[config.mk]
export PLATFORM = sky130hd
export DESIGN_NAME = sfp_core
export DESIGN_NICKNAME = d
export VERILOG_FILES = /design/src/shared/sfp_pkg.sv /design/src/verilog/sfp_core.sv
export SDC_FILE = /design/constraint.sdc
export NUM_CORES = 1
export LEC_CHECK = 0
export BUFFER_PORTS_ARGS = -buffer_cell sky130_fd_sc_hd__buf_2
export CAP_MARGIN = 20
export CORE_UTILIZATION = 50
export CTS_CLUSTER_DIAMETER = 120
export DETAILED_ROUTE_END_ITERATION = 10
export PLACE_DENSITY = 0.84
export SYNTH_ARGS = -nofsm -noshare
export SYNTH_HDL_FRONTEND = slang
export SYNTH_SLANG_ARGS = --single-unit
[constraint.sdc]
create_clock -name clk_in -period 2.94 [get_ports clk_in]
set_input_delay 0.147 -clock clk_in [delete_from_list [all_inputs] [get_ports clk_in]]
set_output_delay 0.147 -clock clk_in [all_outputs]
set_load 0.01 [all_outputs]
[src/shared/sfp_pkg.sv]
// Purpose: constants for the set-features / power command decoder
// Assumes: byte-addressed classic wishbone, 32-bit data, 100 MHz clock
// Notes:   register map, opcodes, feature codes, reset values, timing
package sfp_pkg;
	// register byte addresses
	localparam logic [7:0] ADR_FEAT = 8'h00;
	localparam logic [7:0] ADR_SCNT = 8'h04;
	localparam logic [7:0] ADR_DRVH = 8'h08;
	localparam logic [7:0] ADR_CMD  = 8'h0c;
	localparam logic [7:0] ADR_CTRL = 8'h10;
	localparam logic [7:0] ADR_CFG  = 8'h14;
	localparam logic [7:0] ADR_MODE = 8'h18;
	// opcodes
	localparam logic [7:0] OP_SETF   = 8'hef;
	localparam logic [7:0] OP_SETMUL = 8'hc6;
	localparam logic [7:0] OP_SLP_A  = 8'h99;
	localparam logic [7:0] OP_SLP_B  = 8'he6;
	localparam logic [7:0] OP_STB_A  = 8'h96;
	localparam logic [7:0] OP_STB_B  = 8'he2;
	// feature subcommand codes
	localparam logic [7:0] FC_B8_ON  = 8'h01;
	localparam logic [7:0] FC_B8_OFF = 8'h81;
	localparam logic [7:0] FC_WC_ON  = 8'h02;
	localparam logic [7:0] FC_WC_OFF = 8'h82;
	localparam logic [7:0] FC_XFER   = 8'h03;
	localparam logic [7:0] FC_APM_ON = 8'h05;
	localparam logic [7:0] FC_APM_OF = 8'h85;
	localparam logic [7:0] FC_EXP_ON = 8'h09;
	localparam logic [7:0] FC_EXP_OF = 8'h89;
	localparam logic [7:0] FC_PL1_ON = 8'h0a;
	localparam logic [7:0] FC_PL1_OF = 8'h8a;
	localparam logic [7:0] FC_ECC_VS = 8'h44;
	localparam logic [7:0] FC_ECC_4  = 8'hbb;
	localparam logic [7:0] FC_RLA_ON = 8'haa;
	localparam logic [7:0] FC_RLA_OF = 8'h55;
	localparam logic [7:0] FC_POR_OF = 8'h66;
	localparam logic [7:0] FC_POR_ON = 8'hcc;
	localparam logic [7:0] FC_NOP_A  = 8'h69;
	localparam logic [7:0] FC_NOP_B  = 8'h96;
	localparam logic [7:0] FC_NOP_C  = 8'h97;
	localparam logic [7:0] FC_ICAP   = 8'h9a;
	// transfer-mode field of the count value
	localparam logic [4:0] XT_PIO_DEF = 5'h00;
	localparam logic [4:0] XT_PIO     = 5'h01;
	localparam logic [4:0] XT_MDMA    = 5'h04;
	localparam logic [2:0] PIO_MAX    = 3'h4;
	localparam logic [2:0] MDMA_MAX   = 3'h2;
	localparam logic [7:0] MULTI_MAX  = 8'h10;
	localparam logic       WC_PRESENT = 1'b1;
	localparam int         DRV_BIT    = 4;
	// config register bit positions and reset value
	localparam int CF_B8 = 0, CF_WC = 1, CF_RLA = 2, CF_APM = 3;
	localparam int CF_EXP = 4, CF_PL1 = 5, CF_ECCV = 6, CF_POR = 7;
	localparam logic [7:0] CFG_RST = 8'h84;
	// status register bit positions
	localparam int ST_BSY = 0, ST_ERR = 1, ST_IRQ = 2, ST_SLP = 3;
	localparam int ST_MUL = 4, ST_DRV = 5, ST_FLS = 6;
	// idle timer
	localparam int IDLE_MS    = 5;
	localparam int CLK_HZ     = 100_000_000;
	localparam int IDLE_CYC_C = IDLE_MS * (CLK_HZ / 1000);
	typedef enum logic [3:0] {
		S_IDLE  = 4'b0001,
		S_EXEC  = 4'b0010,
		S_FLUSH = 4'b0100,
		S_DONE  = 4'b1000
	} sfp_state_t;
endpackage

[src/verilog/sfp_core.sv]
// Purpose: set-features, set-multiple, sleep and standby command decoder
// Assumes: task-file registers written by the host controller over wishbone
// Notes:   one command at a time; command writes while busy are dropped
//
// Summary of operation
// - set features takes subcommand from feature reg, value from sector count
// - 01h enables 8-bit transfers, 81h disables them
// - 8-bit mode uses low lanes only and keeps 16-bit indication off from the cycle after it is set
// - 02h enables write cache, 82h disables it where a cache exists
// - disabling the cache flushes it before the command completes
// - 03h picks transfer type from upper five bits, mode from lower three
// - exactly one pio mode and one multiword dma mode always selected
// - aah enables read look-ahead, 55h disables it
// - 66h keeps settings over soft reset, cch restores defaults on it
// - 05h enables advanced power management, 85h disables it
// - 09h enables extended power operations, 89h disables them
// - 0ah permits power level 1 commands, 8ah forbids them
// - 44h selects vendor ecc bytes on long commands, bbh four bytes
// - 69h, 96h, 97h accepted as no-ops
// - 9ah records the host current source capability
// - set multiple raises busy then checks sector count
// - valid supported count is stored and multiple commands enabled
// - unsupported count aborts and disables; zero count disables
// - multiple mode disabled after power-on, hard reset, default soft reset
// - sleep opcodes raise busy, sleep, then drop busy and interrupt on the same edge
// - any new command wakes the card from sleep
// - idle timer of 5 ms puts the card to sleep by itself
// - both standby opcodes decode alike, drive bit from drive/head
//
// The Wishbone interface to the registers and the address map were decided locally.
`timescale 1ns/1ns
module sfp_core
	import sfp_pkg::*;
#(
	parameter int unsigned IDLE_CYCLES = IDLE_CYC_C
) (
	input  wire logic        clk_in,
	input  wire logic        rst_n_in,
	input  wire logic        wb_cyc_in,
	input  wire logic        wb_stb_in,
	input  wire logic        wb_we_in,
	input  wire logic [7:0]  wb_adr_in,
	input  wire logic [3:0]  wb_sel_in,
	input  wire logic [31:0] wb_dat_in,
	output logic      [31:0] wb_dat_out,
	output logic             wb_ack_out,
	input  wire logic        data_reg_access_in,
	input  wire logic        flush_done_in,
	output logic             iois16_n_out,
	output logic             bit8_mode_out,
	output logic             flush_req_out,
	output logic             busy_out,
	output logic             sleep_out,
	output logic             intrq_out
);
	sfp_state_t  state_q;
	logic        ack_q;
	logic [31:0] dat_q;
	logic [7:0]  feat_q;
	logic [7:0]  scnt_q;
	logic [7:0]  drvh_q;
	logic [7:0]  op_q;
	logic [7:0]  cfg_q;
	logic [7:0]  icap_q;
	logic [2:0]  pio_q;
	logic [2:0]  mdma_q;
	logic [7:0]  multi_q;
	logic        multi_en_q;
	logic        err_q;
	logic        irq_q;
	logic        sleep_q;
	logic        drv_q;
	logic        iois16_n_q;
	logic [19:0] idle_q;
	logic        fire;
	logic        wr_fire;
	logic        cmd_wr;
	logic        soft_rst;
	logic        stat_rd;
	logic        exec;
	logic        abort_d;
	logic        flush_d;
	logic        setf;
	logic        setmul;

	// a request counts once, in the cycle before ack rises
	function automatic logic hit(input logic [7:0] adr, input logic [7:0] reg_adr);
		hit = (adr[7:2] == reg_adr[7:2]);
	endfunction

	function automatic logic is_sleep(input logic [7:0] op);
		is_sleep = (op == OP_SLP_A) || (op == OP_SLP_B);
	endfunction

	function automatic logic is_standby(input logic [7:0] op);
		is_standby = (op == OP_STB_A) || (op == OP_STB_B);
	endfunction

	// transfer-mode value check: type and mode must both be supported
	function automatic logic xfer_ok(input logic [7:0] v);
		unique case (v[7:3])
			XT_PIO_DEF, XT_PIO: xfer_ok = (v[2:0] <= PIO_MAX);
			XT_MDMA:            xfer_ok = (v[2:0] <= MDMA_MAX);
			default:            xfer_ok = 1'b0;
		endcase
	endfunction

	// feature code check; 03h also depends on the count value
	function automatic logic feat_ok(input logic [7:0] f, input logic [7:0] v);
		unique case (f)
			FC_B8_ON, FC_B8_OFF, FC_APM_ON, FC_APM_OF,
			FC_EXP_ON, FC_EXP_OF, FC_PL1_ON, FC_PL1_OF,
			FC_ECC_VS, FC_ECC_4, FC_RLA_ON, FC_RLA_OF,
			FC_POR_OF, FC_POR_ON, FC_ICAP: feat_ok = 1'b1;
			FC_NOP_A, FC_NOP_B, FC_NOP_C: feat_ok = 1'b1;
			FC_WC_ON, FC_WC_OFF: feat_ok = WC_PRESENT;
			FC_XFER: feat_ok = xfer_ok(v);
			default: feat_ok = 1'b0;
		endcase
	endfunction

	// bus strobes and command-level events
	assign fire     = wb_cyc_in & wb_stb_in & ~ack_q;
	assign wr_fire  = fire & wb_we_in & wb_sel_in[0];
	assign stat_rd  = fire & ~wb_we_in & hit(wb_adr_in, ADR_CMD);
	assign cmd_wr   = wr_fire & hit(wb_adr_in, ADR_CMD) & (state_q == S_IDLE);
	assign soft_rst = wr_fire & hit(wb_adr_in, ADR_CTRL) & wb_dat_in[0];
	assign exec     = (state_q == S_EXEC);
	assign setf     = exec & (op_q == OP_SETF);
	assign setmul   = exec & (op_q == OP_SETMUL);

	// decision taken in the single execute cycle
	always_comb begin
		abort_d = 1'b0;
		flush_d = 1'b0;
		if (setf) begin
			abort_d = ~feat_ok(feat_q, scnt_q);
			flush_d = (feat_q == FC_WC_OFF) & WC_PRESENT & cfg_q[CF_WC];
		end else if (setmul) begin
			abort_d = (scnt_q > MULTI_MAX);
		end
	end

	// wishbone slave: one-cycle ack, registered read data
	always_ff @(posedge clk_in or negedge rst_n_in) begin
		if (!rst_n_in) begin
			ack_q <= 1'b0;
		end else begin
			ack_q <= fire;
		end
	end

	always_ff @(posedge clk_in or negedge rst_n_in) begin
		if (!rst_n_in) begin
			dat_q <= 32'h0000_0000;
		end else if (fire && !wb_we_in) begin
			dat_q <= 32'h0000_0000;
			unique case (1'b1)
				hit(wb_adr_in, ADR_FEAT): dat_q[7:0] <= feat_q;
				hit(wb_adr_in, ADR_SCNT): dat_q[7:0] <= scnt_q;
				hit(wb_adr_in, ADR_DRVH): dat_q[7:0] <= drvh_q;
				hit(wb_adr_in, ADR_CMD): begin
					dat_q[ST_BSY] <= busy_out;
					dat_q[ST_ERR] <= err_q;
					dat_q[ST_IRQ] <= irq_q;
					dat_q[ST_SLP] <= sleep_q;
					dat_q[ST_MUL] <= multi_en_q;
					dat_q[ST_DRV] <= drv_q;
					dat_q[ST_FLS] <= flush_req_out;
				end
				hit(wb_adr_in, ADR_CFG): dat_q[15:0] <= {icap_q, cfg_q};
				hit(wb_adr_in, ADR_MODE): dat_q[15:0] <= {multi_q, 2'b00, mdma_q, pio_q};
				default: dat_q <= 32'h0000_0000; // unmapped reads zero
			endcase
		end
	end

	// task-file registers the host loads before a command
	always_ff @(posedge clk_in or negedge rst_n_in) begin
		if (!rst_n_in) begin
			feat_q <= 8'h00;
			scnt_q <= 8'h00;
			drvh_q <= 8'h00;
			op_q   <= 8'h00;
		end else if (wr_fire && state_q == S_IDLE) begin
			if (hit(wb_adr_in, ADR_FEAT)) begin
				feat_q <= wb_dat_in[7:0];
			end
			if (hit(wb_adr_in, ADR_SCNT)) begin
				scnt_q <= wb_dat_in[7:0];
			end
			if (hit(wb_adr_in, ADR_DRVH)) begin
				drvh_q <= wb_dat_in[7:0];
			end
			if (cmd_wr) begin
				op_q <= wb_dat_in[7:0];
			end
		end
	end

	// command sequencer; soft reset abandons any command in flight
	always_ff @(posedge clk_in or negedge rst_n_in) begin
		if (!rst_n_in) begin
			state_q <= S_IDLE;
		end else if (soft_rst) begin
			state_q <= S_IDLE;
		end else begin
			unique case (state_q)
				S_IDLE:  if (cmd_wr) state_q <= S_EXEC;
				S_EXEC:  state_q <= flush_d ? S_FLUSH : S_DONE;
				S_FLUSH: if (flush_done_in) state_q <= S_DONE;
				S_DONE:  state_q <= S_IDLE;
				default: state_q <= S_IDLE;
			endcase
		end
	end

	// flush request held until the cache reports it is clean
	always_ff @(posedge clk_in or negedge rst_n_in) begin
		if (!rst_n_in) begin
			flush_req_out <= 1'b0;
		end else if (soft_rst) begin
			flush_req_out <= 1'b0;
		end else if (exec && flush_d) begin
			flush_req_out <= 1'b1;
		end else if (state_q == S_FLUSH && flush_done_in) begin
			flush_req_out <= 1'b0;
		end
	end

	// error flag: set on abort, cleared by the next command
	always_ff @(posedge clk_in or negedge rst_n_in) begin
		if (!rst_n_in) begin
			err_q <= 1'b0;
		end else if (exec) begin
			err_q <= abort_d;
		end else if (cmd_wr || soft_rst) begin
			err_q <= 1'b0;
		end
	end

	// interrupt pending: completion sets it, status read clears it;
	// set beats a status-read clear; only a soft reset in the same cycle drops a completion
	always_ff @(posedge clk_in or negedge rst_n_in) begin
		if (!rst_n_in) begin
			irq_q <= 1'b0;
		end else if (state_q == S_DONE && !soft_rst) begin
			irq_q <= 1'b1;
		end else if (stat_rd || cmd_wr || soft_rst) begin
			irq_q <= 1'b0;
		end
	end

	// feature settings; a rejected code leaves every setting alone
	always_ff @(posedge clk_in or negedge rst_n_in) begin
		if (!rst_n_in) begin
			cfg_q  <= CFG_RST;
			icap_q <= 8'h00;
			pio_q  <= 3'h0;
			mdma_q <= 3'h0;
		end else if (soft_rst) begin
			if (cfg_q[CF_POR]) begin
				cfg_q  <= CFG_RST;
				icap_q <= 8'h00;
				pio_q  <= 3'h0;
				mdma_q <= 3'h0;
			end
		end else if (setf && !abort_d) begin
			unique case (feat_q)
				FC_B8_ON:  cfg_q[CF_B8]   <= 1'b1;
				FC_B8_OFF: cfg_q[CF_B8]   <= 1'b0;
				FC_WC_ON:  cfg_q[CF_WC]   <= 1'b1;
				FC_WC_OFF: cfg_q[CF_WC]   <= 1'b0;
				FC_RLA_ON: cfg_q[CF_RLA]  <= 1'b1;
				FC_RLA_OF: cfg_q[CF_RLA]  <= 1'b0;
				FC_APM_ON: cfg_q[CF_APM]  <= 1'b1;
				FC_APM_OF: cfg_q[CF_APM]  <= 1'b0;
				FC_EXP_ON: cfg_q[CF_EXP]  <= 1'b1;
				FC_EXP_OF: cfg_q[CF_EXP]  <= 1'b0;
				FC_PL1_ON: cfg_q[CF_PL1]  <= 1'b1;
				FC_PL1_OF: cfg_q[CF_PL1]  <= 1'b0;
				FC_ECC_VS: cfg_q[CF_ECCV] <= 1'b1;
				FC_ECC_4:  cfg_q[CF_ECCV] <= 1'b0;
				FC_POR_OF: cfg_q[CF_POR]  <= 1'b0;
				FC_POR_ON: cfg_q[CF_POR]  <= 1'b1;
				FC_ICAP:   icap_q <= scnt_q;
				// mode held as a number, so exactly one is always selected
				FC_XFER: begin
					if (scnt_q[7:3] == XT_MDMA) begin
						mdma_q <= scnt_q[2:0];
					end else begin
						pio_q <= scnt_q[2:0];
					end
				end
				default: cfg_q <= cfg_q;
			endcase
		end
	end

	// multiple-sector block count and enable
	always_ff @(posedge clk_in or negedge rst_n_in) begin
		if (!rst_n_in) begin
			multi_q    <= 8'h00;
			multi_en_q <= 1'b0;
		end else if (soft_rst) begin
			if (cfg_q[CF_POR]) begin
				multi_q    <= 8'h00;
				multi_en_q <= 1'b0;
			end
		end else if (setmul) begin
			if (abort_d || scnt_q == 8'h00) begin
				multi_en_q <= 1'b0;
			end else begin
				multi_q    <= scnt_q;
				multi_en_q <= 1'b1;
			end
		end
	end

	// standby drive select latched from drive/head
	always_ff @(posedge clk_in or negedge rst_n_in) begin
		if (!rst_n_in) begin
			drv_q <= 1'b0;
		end else if (exec && is_standby(op_q)) begin
			drv_q <= drvh_q[DRV_BIT];
		end
	end

	// idle timer runs only while quiet and awake
	always_ff @(posedge clk_in or negedge rst_n_in) begin
		if (!rst_n_in) begin
			idle_q <= 20'h0_0000;
		end else if (cmd_wr || soft_rst || state_q != S_IDLE || sleep_q) begin
			idle_q <= 20'h0_0000;
		end else begin
			idle_q <= idle_q + 20'h0_0001;
		end
	end

	// sleep: command wake beats timer expiry
	always_ff @(posedge clk_in or negedge rst_n_in) begin
		if (!rst_n_in) begin
			sleep_q <= 1'b0;
		end else if (cmd_wr || soft_rst) begin
			sleep_q <= 1'b0;
		end else if (exec && is_sleep(op_q)) begin
			sleep_q <= 1'b1;
		end else if (idle_q == 20'(IDLE_CYCLES - 1)) begin
			sleep_q <= 1'b1;
		end
	end

	// 16-bit indication, registered; not asserted from the cycle after 8-bit mode is set
	always_ff @(posedge clk_in or negedge rst_n_in) begin
		if (!rst_n_in) begin
			iois16_n_q <= 1'b1;
		end else begin
			iois16_n_q <= ~(data_reg_access_in & ~cfg_q[CF_B8]);
		end
	end

	// outputs
	assign wb_ack_out    = ack_q;
	assign wb_dat_out    = dat_q;
	assign iois16_n_out  = iois16_n_q;
	assign bit8_mode_out = cfg_q[CF_B8];
	assign busy_out      = (state_q != S_IDLE);
	assign sleep_out     = sleep_q;
	assign intrq_out     = irq_q;
endmodule // sfp_core
* Yosys cells after proc, flatten, opt, wreduce, memory -nomap -nowiden *
Index checks and enable logic that the tools add are counted.
Widths: inputs -> output; s select.

word-level totals
  bits in registers = 110
  input port bits = 51
  output and inout bits = 39

cells by class
  $lt $le $gt $ge = 3
  muxes and demuxes = 56
  bitwise gates (word level) = 19
  $add $sub $neg = 1
  equal/unequal tests = 46
  reductions and logical operators = 59

operators with widths
  kind                   number
  $eq 8x8->1 const B     17
  $mux 8                 10
  $pmux 7 s6             1
  $eq 8x7->1 const B     4
  $reduce_bool 3->1      10
  $mux 3                 9
  $reduce_and 3->1       9
  $add 20x1->20 const B  1
  $eq 20x19->1 const B   1
  $mux 20                1
  $pmux 1 s2             10
  $reduce_or 20->1       1
  $eq 6x3->1 const B     3
  $mux 1                 18
  $eq 8x2->1 const B     2
  $eq 8x4->1 const B     2
  $mux 4                 4
  $pmux 8 s2             1
  $and 1x1->1            14
  $reduce_and 2->1       7
  $reduce_bool 2->1      7
  $eq 6x2->1 const B     2
  $pmux 4 s3             1
  $eq 8x1->1 const B     1
  24 further kinds       48

* Logic depth before layout (Yosys ltp) *
Gate-level depths: netlist of run 1.

  depth in word-level cells = 11
  mapped depth = 9
  gate-level depth less buffers = 7

* Least setup slack after synthesis of run 1 *
No wires, ideal clock.

  path kind = flip-flop to flip-flop
  start point = register state_q[3]
  end point = register cfg_q[6]
  cell stages (with the launch flop) = 8
  setup time = 126 ps
  data arrival time = 2,425 ps
  path slack = 389 ps
  buffers on the path = 0
  required time = 2,814 ps
  cells stage by stage = dfrtp_1 -> or4b_4 -> or4_4 -> a311oi_2 -> nand4b_4 -> nand2_2 -> a21oi_1 -> o2bb2a_1

on the way
  cells in the longest elaborated chain, start to end = 8
  elaborated cells on any way between the ends = 9

RTL lines
  what                           line             source
  start, declared                sfp_core.sv:56   sfp_state_t state_q;
  start signal, assigned         sfp_core.sv:210  S_EXEC: state_q <= flush_d ? S_FLUSH : S_DONE;
  $eq 4x2->1 *                   sfp_core.sv:128  assign exec = (state_q == S_EXEC);
  $and 1x1->1                    sfp_core.sv:130  assign setmul = exec & (op_q == OP_SETMUL);
  $mux 1                         sfp_core.sv:139  end else if (setmul) begin
  $mux 1                         sfp_core.sv:136  if (setf) begin
  $logic_not 1->1                sfp_core.sv:268  end else if (setf && !abort_d) begin
  $logic_and 1x1->1 *            sfp_core.sv:268
  $reduce_bool 2->1 (no line) *  --
  $reduce_and 3->1 (no line) *   --
  end signal, assigned           sfp_core.sv:295  default: cfg_q <= cfg_q;
  end, declared                  sfp_core.sv:63   logic [7:0] cfg_q;

Every way passes the cells marked *; elsewhere a longest branch is shown, timed or not.
A chain may end at the register's enable or synchronous reset.

* Final worst setup path of run 1 *
  start point = register state_q[3]
  end point = register icap_q[2]

on the way
  cells in the longest elaborated chain, start to end = 8
  elaborated cells on any way between the ends = 9

RTL lines
  what                           line             source
  $eq 4x2->1 *                   sfp_core.sv:128
  $and 1x1->1                    sfp_core.sv:130
  $mux 1                         sfp_core.sv:139
  $mux 1                         sfp_core.sv:136
  $logic_not 1->1                sfp_core.sv:268
  $logic_and 1x1->1 *            sfp_core.sv:268
  $reduce_bool 2->1 (no line) *  --
  $reduce_and 3->1 (no line) *   --
  end signal, assigned           sfp_core.sv:286  FC_ICAP: icap_q <= scnt_q;
  end, declared                  sfp_core.sv:64   logic [7:0] icap_q;

Marks and branches as above.

==> results.cfg, run 1 <==
[synthesis]
syn_avg_cell_area_um2 = 10.3
synthDominantCellAreaShare = 0.479
async_flop_share = 1.00
synth_edf_count = 0
synth_common_cells = dfrtp_1 (106), nor2_1 (63), nand2_1 (37)
synth_ff_type = dfrtp_1
yosys-top-cells-area = dfrtp_1 (48%), mux2_2 (6.7%), nor2_1 (4.3%), nand2_1 (2.5%), a22oi_1 (2.3%)
syn_area_mm2 = 0.00554
synth-seq-cells = 110
yosysUniqueCellTypes = 70
ys_warn_count = 0
yosysSeqAreaShare = 0.498
yosysMostFrequentCell = dfrtp_1
synthCells = 537
yosys.area.top_type = dfrtp_1

[sta]
hold_violations = 0
tightest_slew_ps = 825
fin_ws_ps = 117
rsz0062_at_grt = no
slew_headroom = 0.442
timing.setup.tns_ps = 0
period_share = 0.960
period_needed_ps = 2820
setup-violations-final = 0
maxSlewViolCount = 0
fin_worst_skew_ps = 9.17
fmax_mhz = 354

[drt]
route.detailed.drc = 1
initialDrtViolationCount = 386
post_drt_wl_per_cell_um = 18.9
drt_wl_total_um = 14000
viasPerCell = 6.06
drt_pass1_iterations = 8
antenna_left = 0
num_vias = 4494

[die]
die_height_um = 107
coreArea_mm2 = 0.0108
start_util = 0.513
ios = 90
die_w_um = 107
rows = 38
dieArea_mm2 = 0.0115

[place]
pre_cts_ws_ps = 149
place_hpwl_um = 10200
gp_congestion = 0.982
place_area_mm2 = 0.00600
numPortBuffers = 44

[global_route]
grt_pass1_wl_um = 22300
antenna_found_initial = 0
grt-ovfl-total = 0
track_usage = 0.256
grt_max_degree = 63
grt_pass1_vias = 4261

[final_layout]
drive_gt1_frac = 0.241
nNetsFinal = 649
post-route-util = 0.575
ff_latch_area_mm2 = 0.00276
antennaDiodeCount = 0
multi_input_area_mm2 = 0.00260
areaGrowthSynthToFinish_pct = 12.1
num-fill-cells = 960
stdcell_area_mm2 = 0.00621

[worst_setup_path]
end_kind = flop
cp.required_ps = 3210
crit_chain = or4b_4 > or4_4 > a311oi_2 > nand4b_4 > nand2_2 > nor2_2 > a22o_1
slowest_stage = or4_4
critPathKind = reg -> reg
critical_path_arrival_ps = 3090
cpPeakStageDelay_ps = 590
worst-path-max-fanout = 9
critPathLaunchType = flop

[clock_network]
clockBufferDepth = 2
cts_buffers = 9
cts_resized = 0
insertion_delay_ps = 380
cts-root-buf = clkbuf_8
cts_sinks = 110
clk_pin_slew_worst_paths_ps = 100
cts-htree-levels = 3
cts_setup_buffers = 0
cts_tree = built
cts_hold_buf = 2

[min_path]
hold_path_class = in -> reg

[power]
powerDensity_mw_per_mm2 = 449
ir_drop_v = 0.000236
leakagePower_nw = 2.80
power_mw = 2.79

[flow_run]
maxCapViolCount = 0

[run_status]
status = complete, but fails checks
violations = design-rule violations
==> report_power, final <==
| group | total [mW] | switching, mW | internal, mW |
|---|---|---|---|
| Sequential | 1.62 | 0.0434 | 1.57 |
| Clock | 0.890 | 0.525 | 0.364 |
| Combinational | 0.279 | 0.174 | 0.105 |
==> through the flow <==
step,hold slack (ps),instances
finish,47.2,742
floorplan,-149,552
CTS,42.5,742
detailed placement,205,724
global placement,197,724
global route,50.0,742
==> routing by layer <==
metal,track usage,vias up,part of all wire
met3,0.0406,29,0.065
li1,-,2073,-
met5,0,-,0
met1,0.363,2226,0.44
met2,0.397,166,0.46
met4,0.0949,0,0.027
==> worst max-delay path, delay by kind of cell (launching register included) <==
family	cells	cell delay, ps
AOI/OAI and AO/OA	2	570
and+or+nand+nor	5	1700
DFF	1	440
==> state kept, by name, indices dropped and copies added, names as in the netlist, 3 cells and up <==
| register | count |
|---|---|
| pio_q | 3 |
| idle_q | 20 |
| icap_q | 8 |
| cfg_q | 8 |
| op_q | 8 |
| mdma_q | 3 |
| drvh_q | 8 |
| multi_q | 8 |
| feat_q | 8 |
| state_q | 4 |
| scnt_q | 8 |
| wb_dat_out | 16 |
==> placed cells by master (no fill, tap or decap), types with 8 or more instances in the layout <==
cell and n:
nand2_1 37, a22oi_1 17, dfrtp_1 106, nor2_1 63
xor2_1 11, a22o_1 13, conb_1 16, inv_1 8
buf_4 27, nand2b_1 8, a21oi_1 22, a31oi_1 11
buf_2 43, clkbuf_8 11, nand4_1 8, o21ai_0 14
nand3_1 19, mux2_2 33
==> path summary, 6_finish.rpt <==
path	startpoint	endpoint	slack [ps]	cells after the start
hold reg to reg	idle_q[0]	idle_q[0]	500	1
hold / removal	wb_dat_in[1]	op_q[1]	50	3
min in group asynchronous	rst_n_in	mdma_q[1]	310	2
setup reg to reg	state_q[3]	icap_q[2]	120	7
max in group asynchronous	rst_n_in	state_q[0]	1840	3
setup / recovery	state_q[3]	icap_q[2]	120	7
==> kinds of logic (layout without fill, tap and decap cells) <==
| family | count (synthesis) | in the layout | synth area share |
|---|---|---|---|
| AO/OA/AOI/OAI | 119 | 119 | 0.155 |
| AND/OR/NAND/NOR | 208 | 208 | 0.204 |
| adder cells (fa/ha/maj) | 1 | 1 | 0.00226 |
| other | 1 | 16 | 0.000677 |
| XOR/XNOR | 18 | 18 | 0.0285 |
| multiplexers | 33 | 33 | 0.0671 |
| buffers and inverters | 47 | 97 | 0.0440 |
| flip-flops | 110 | 110 | 0.498 |
==> layout make-up <==
type | instances | share of cell area
sequential | 110 | 0.444
clock buffer | 11 | 0.0244
timing repair buffer | 73 | 0.0737
multi-input combinational | 395 | 0.418
inverter | 8 | 0.00484
clock inverter | 5 | 0.00665
tap | 140 | 0.0282
Power figures use the tool's default switching activity.
==> run 2: changes to the inputs <==
--- a/config.mk
+++ b/config.mk
@@ -7,10 +7,13 @@
 export LEC_CHECK = 0
 export BUFFER_PORTS_ARGS = -buffer_cell sky130_fd_sc_hd__buf_2
 export CAP_MARGIN = 20
-export CORE_UTILIZATION = 50
+export CELL_PAD_IN_SITES_DETAIL_PLACEMENT = 0
+export CELL_PAD_IN_SITES_GLOBAL_PLACEMENT = 1
+export CORE_UTILIZATION = 44
 export CTS_CLUSTER_DIAMETER = 120
 export DETAILED_ROUTE_END_ITERATION = 10
-export PLACE_DENSITY = 0.84
+export GPL_TIMING_DRIVEN = 0
+export PLACE_DENSITY = 0.92
 export SYNTH_ARGS = -nofsm -noshare
 export SYNTH_HDL_FRONTEND = slang
 export SYNTH_SLANG_ARGS = --single-unit
==> run 2 against run 1 <==
Compared with the run above:
- the run now ends clean
- setup slack worse by 47 ps
- wire length up 1.0%
- cell area up 3.4%
- sequential power about the same
- first-iteration DRC count down 7.5%
- fmax down 1.7%
- sequential share of layout area down 1.5 points
- global-route usage down 2.9 points
- critical path depth unchanged
- hold slack better by 39 ps
- die area up 13%
==> results.cfg, run 2 (synthesis gave the netlist of run 1 again) <==
[sta]
slew_headroom = 0.417
setup-violations-final = 0
tightest_slew_ps = 863
maxSlewViolCount = 0
fmax_mhz = 348
period_needed_ps = 2870
period_share = 0.976
fin_worst_skew_ps = 8.48
hold_violations = 0
fin_ws_ps = 69.5

[clock_network]
insertion_delay_ps = 360
cts_sinks = 110
cts-root-buf = clkbuf_16
cts_buffers = 9
clk_pin_slew_worst_paths_ps = 70
clockBufferDepth = 2
cts-htree-levels = 3
cts_tree = built

[min_path]
holdPathEnd = op_q[5]
hold_path_depth = 2
hold_path_class = in -> reg
hold_start = wb_dat_in[5]

[power]
ir_drop_v = 0.000288
leakagePower_nw = 2.85
powerDensity_mw_per_mm2 = 491

[worst_setup_path]
path_delay_family = simple AND/OR/NAND/NOR gates
rrSetupSlack_ps = 70
slowest_stage = or4_4
crit_chain = or4b_4 > or4_4 > a311oi_2 > nand4b_4 > and2_4 > buf_6 > a311oi_1
reg2regPathDepth = 7
rr_startpoint = state_q[3]
cp.required_ps = 3180
critPathKind = reg -> reg
timing.rr.end = cfg_q[1]
critical_path_arrival_ps = 3110
worst-path-max-fanout = 8
cpPeakStageDelay_ps = 600
critPathLaunchType = flop
end_kind = flop
worst-path-buf-inv = 1

[place]
place_hpwl_um = 10100
gp_congestion = 0.943
pre_cts_ws_ps = -14.1
numPortBuffers = 44

[die]
coreArea_mm2 = 0.0122
dieArea_mm2 = 0.0130
die_height_um = 114
die_w_um = 114
rows = 40
ios = 90
start_util = 0.455

[drt]
route.detailed.drc = 0
num_vias = 4611
antenna_left = 0
post_drt_wl_per_cell_um = 18.0
drt_pass1_iterations = 6
viasPerCell = 5.87
drt_wl_total_um = 14100
initialDrtViolationCount = 357

[final_layout]
ff_latch_area_mm2 = 0.00276
antennaDiodeCount = 0
nNetsFinal = 665
areaGrowthSynthToFinish_pct = 15.9
largest_register = idle_q
final_cell_mix = dfrtp_1 (106), nor2_1 (62), buf_2 (43)
multi_input_area_mm2 = 0.00262
num-fill-cells = 1074
post-route-util = 0.528
drive_gt1_frac = 0.228
layout_commonest_cell = dfrtp_1
largest_register_ffs = 20

[global_route]
track_usage = 0.227
grt_pass1_wl_um = 22700
grt-ovfl-total = 0
antenna_found_initial = 0
grt_max_degree = 75
grt_pass1_vias = 4268

[flow_run]
maxCapViolCount = 0

[run_status]
status = complete, no violations
## run 2: cell count changes in the layout (fill, tap and decap cells not counted), sizes merged
cell / before / now
clkbuf: 11 / 33
clkinvlp: 1 / 0
buf: 71 / 65
bufinv: 0 / 1
## run 2: worst max path at each step
stage	from	to	cells past startpoint
6_report	state_q[3]	cfg_q[1]	7
4_1_cts	feat_q[7]	icap_q[3]	8
3_3_place_gp	state_q[3]	icap_q[0]	6
3_5_place_dp	state_q[3]	icap_q[3]	6
5_1_grt	state_q[3]	cfg_q[1]	7
2_1_floorplan	state_q[3]	cfg_q[6]	7
## run 2: final cells by class
type,instances,area share
clock inverters,5,0.0105
repair buffers,50,0.0456
multi-input cells,395,0.407
clock buffers,11,0.0362
inverters,8,0.00468
plain buffers,39,0.0335
flip-flops and latches,110,0.429
well taps,168,0.0327
## run 2: metrics by stage
stage          hold WS, ps  TNS (ps)  power [mW]  std cells  instance area, um2
2_1_floorplan         -149         0        1.79        552                5600
3_3_place_gp           277         0        1.92        764                6030
3_5_place_dp           157     -42.0        1.93        765                6060
4_1_cts               86.8         0        3.18        783                6380
5_1_grt               95.5     -1.25        3.27        786                6420
6_report              86.5         0        3.15        786                6420
## run 2: power breakdown
part	leakage, nW	internal, mW	switching (mW)
logic	1.24	0.116	0.176
registers	1.47	1.57	0.0413
clock network	0.146	0.674	0.572
total	2.85	2.36	0.790
## run 2: layer usage
metal  vias to the layer above  global-route usage  routed length, um
li1                       2101                   -                  -
met1                      2246               0.322               6300
met2                       231               0.345               6280
met3                        33              0.0360               1120
met4                         0              0.0996                459
met5                         -                   0                  0
## run 2: repair_timing
item | in CTS | in global routing
setup endpoints to repair | 10 | 28
buffers inserted | 0 | 3
gates resized for setup | 2 | 5
pin swaps | 0 | 0
endpoints found under the hold margin | 35 | 0
hold buffers | 2 | 0
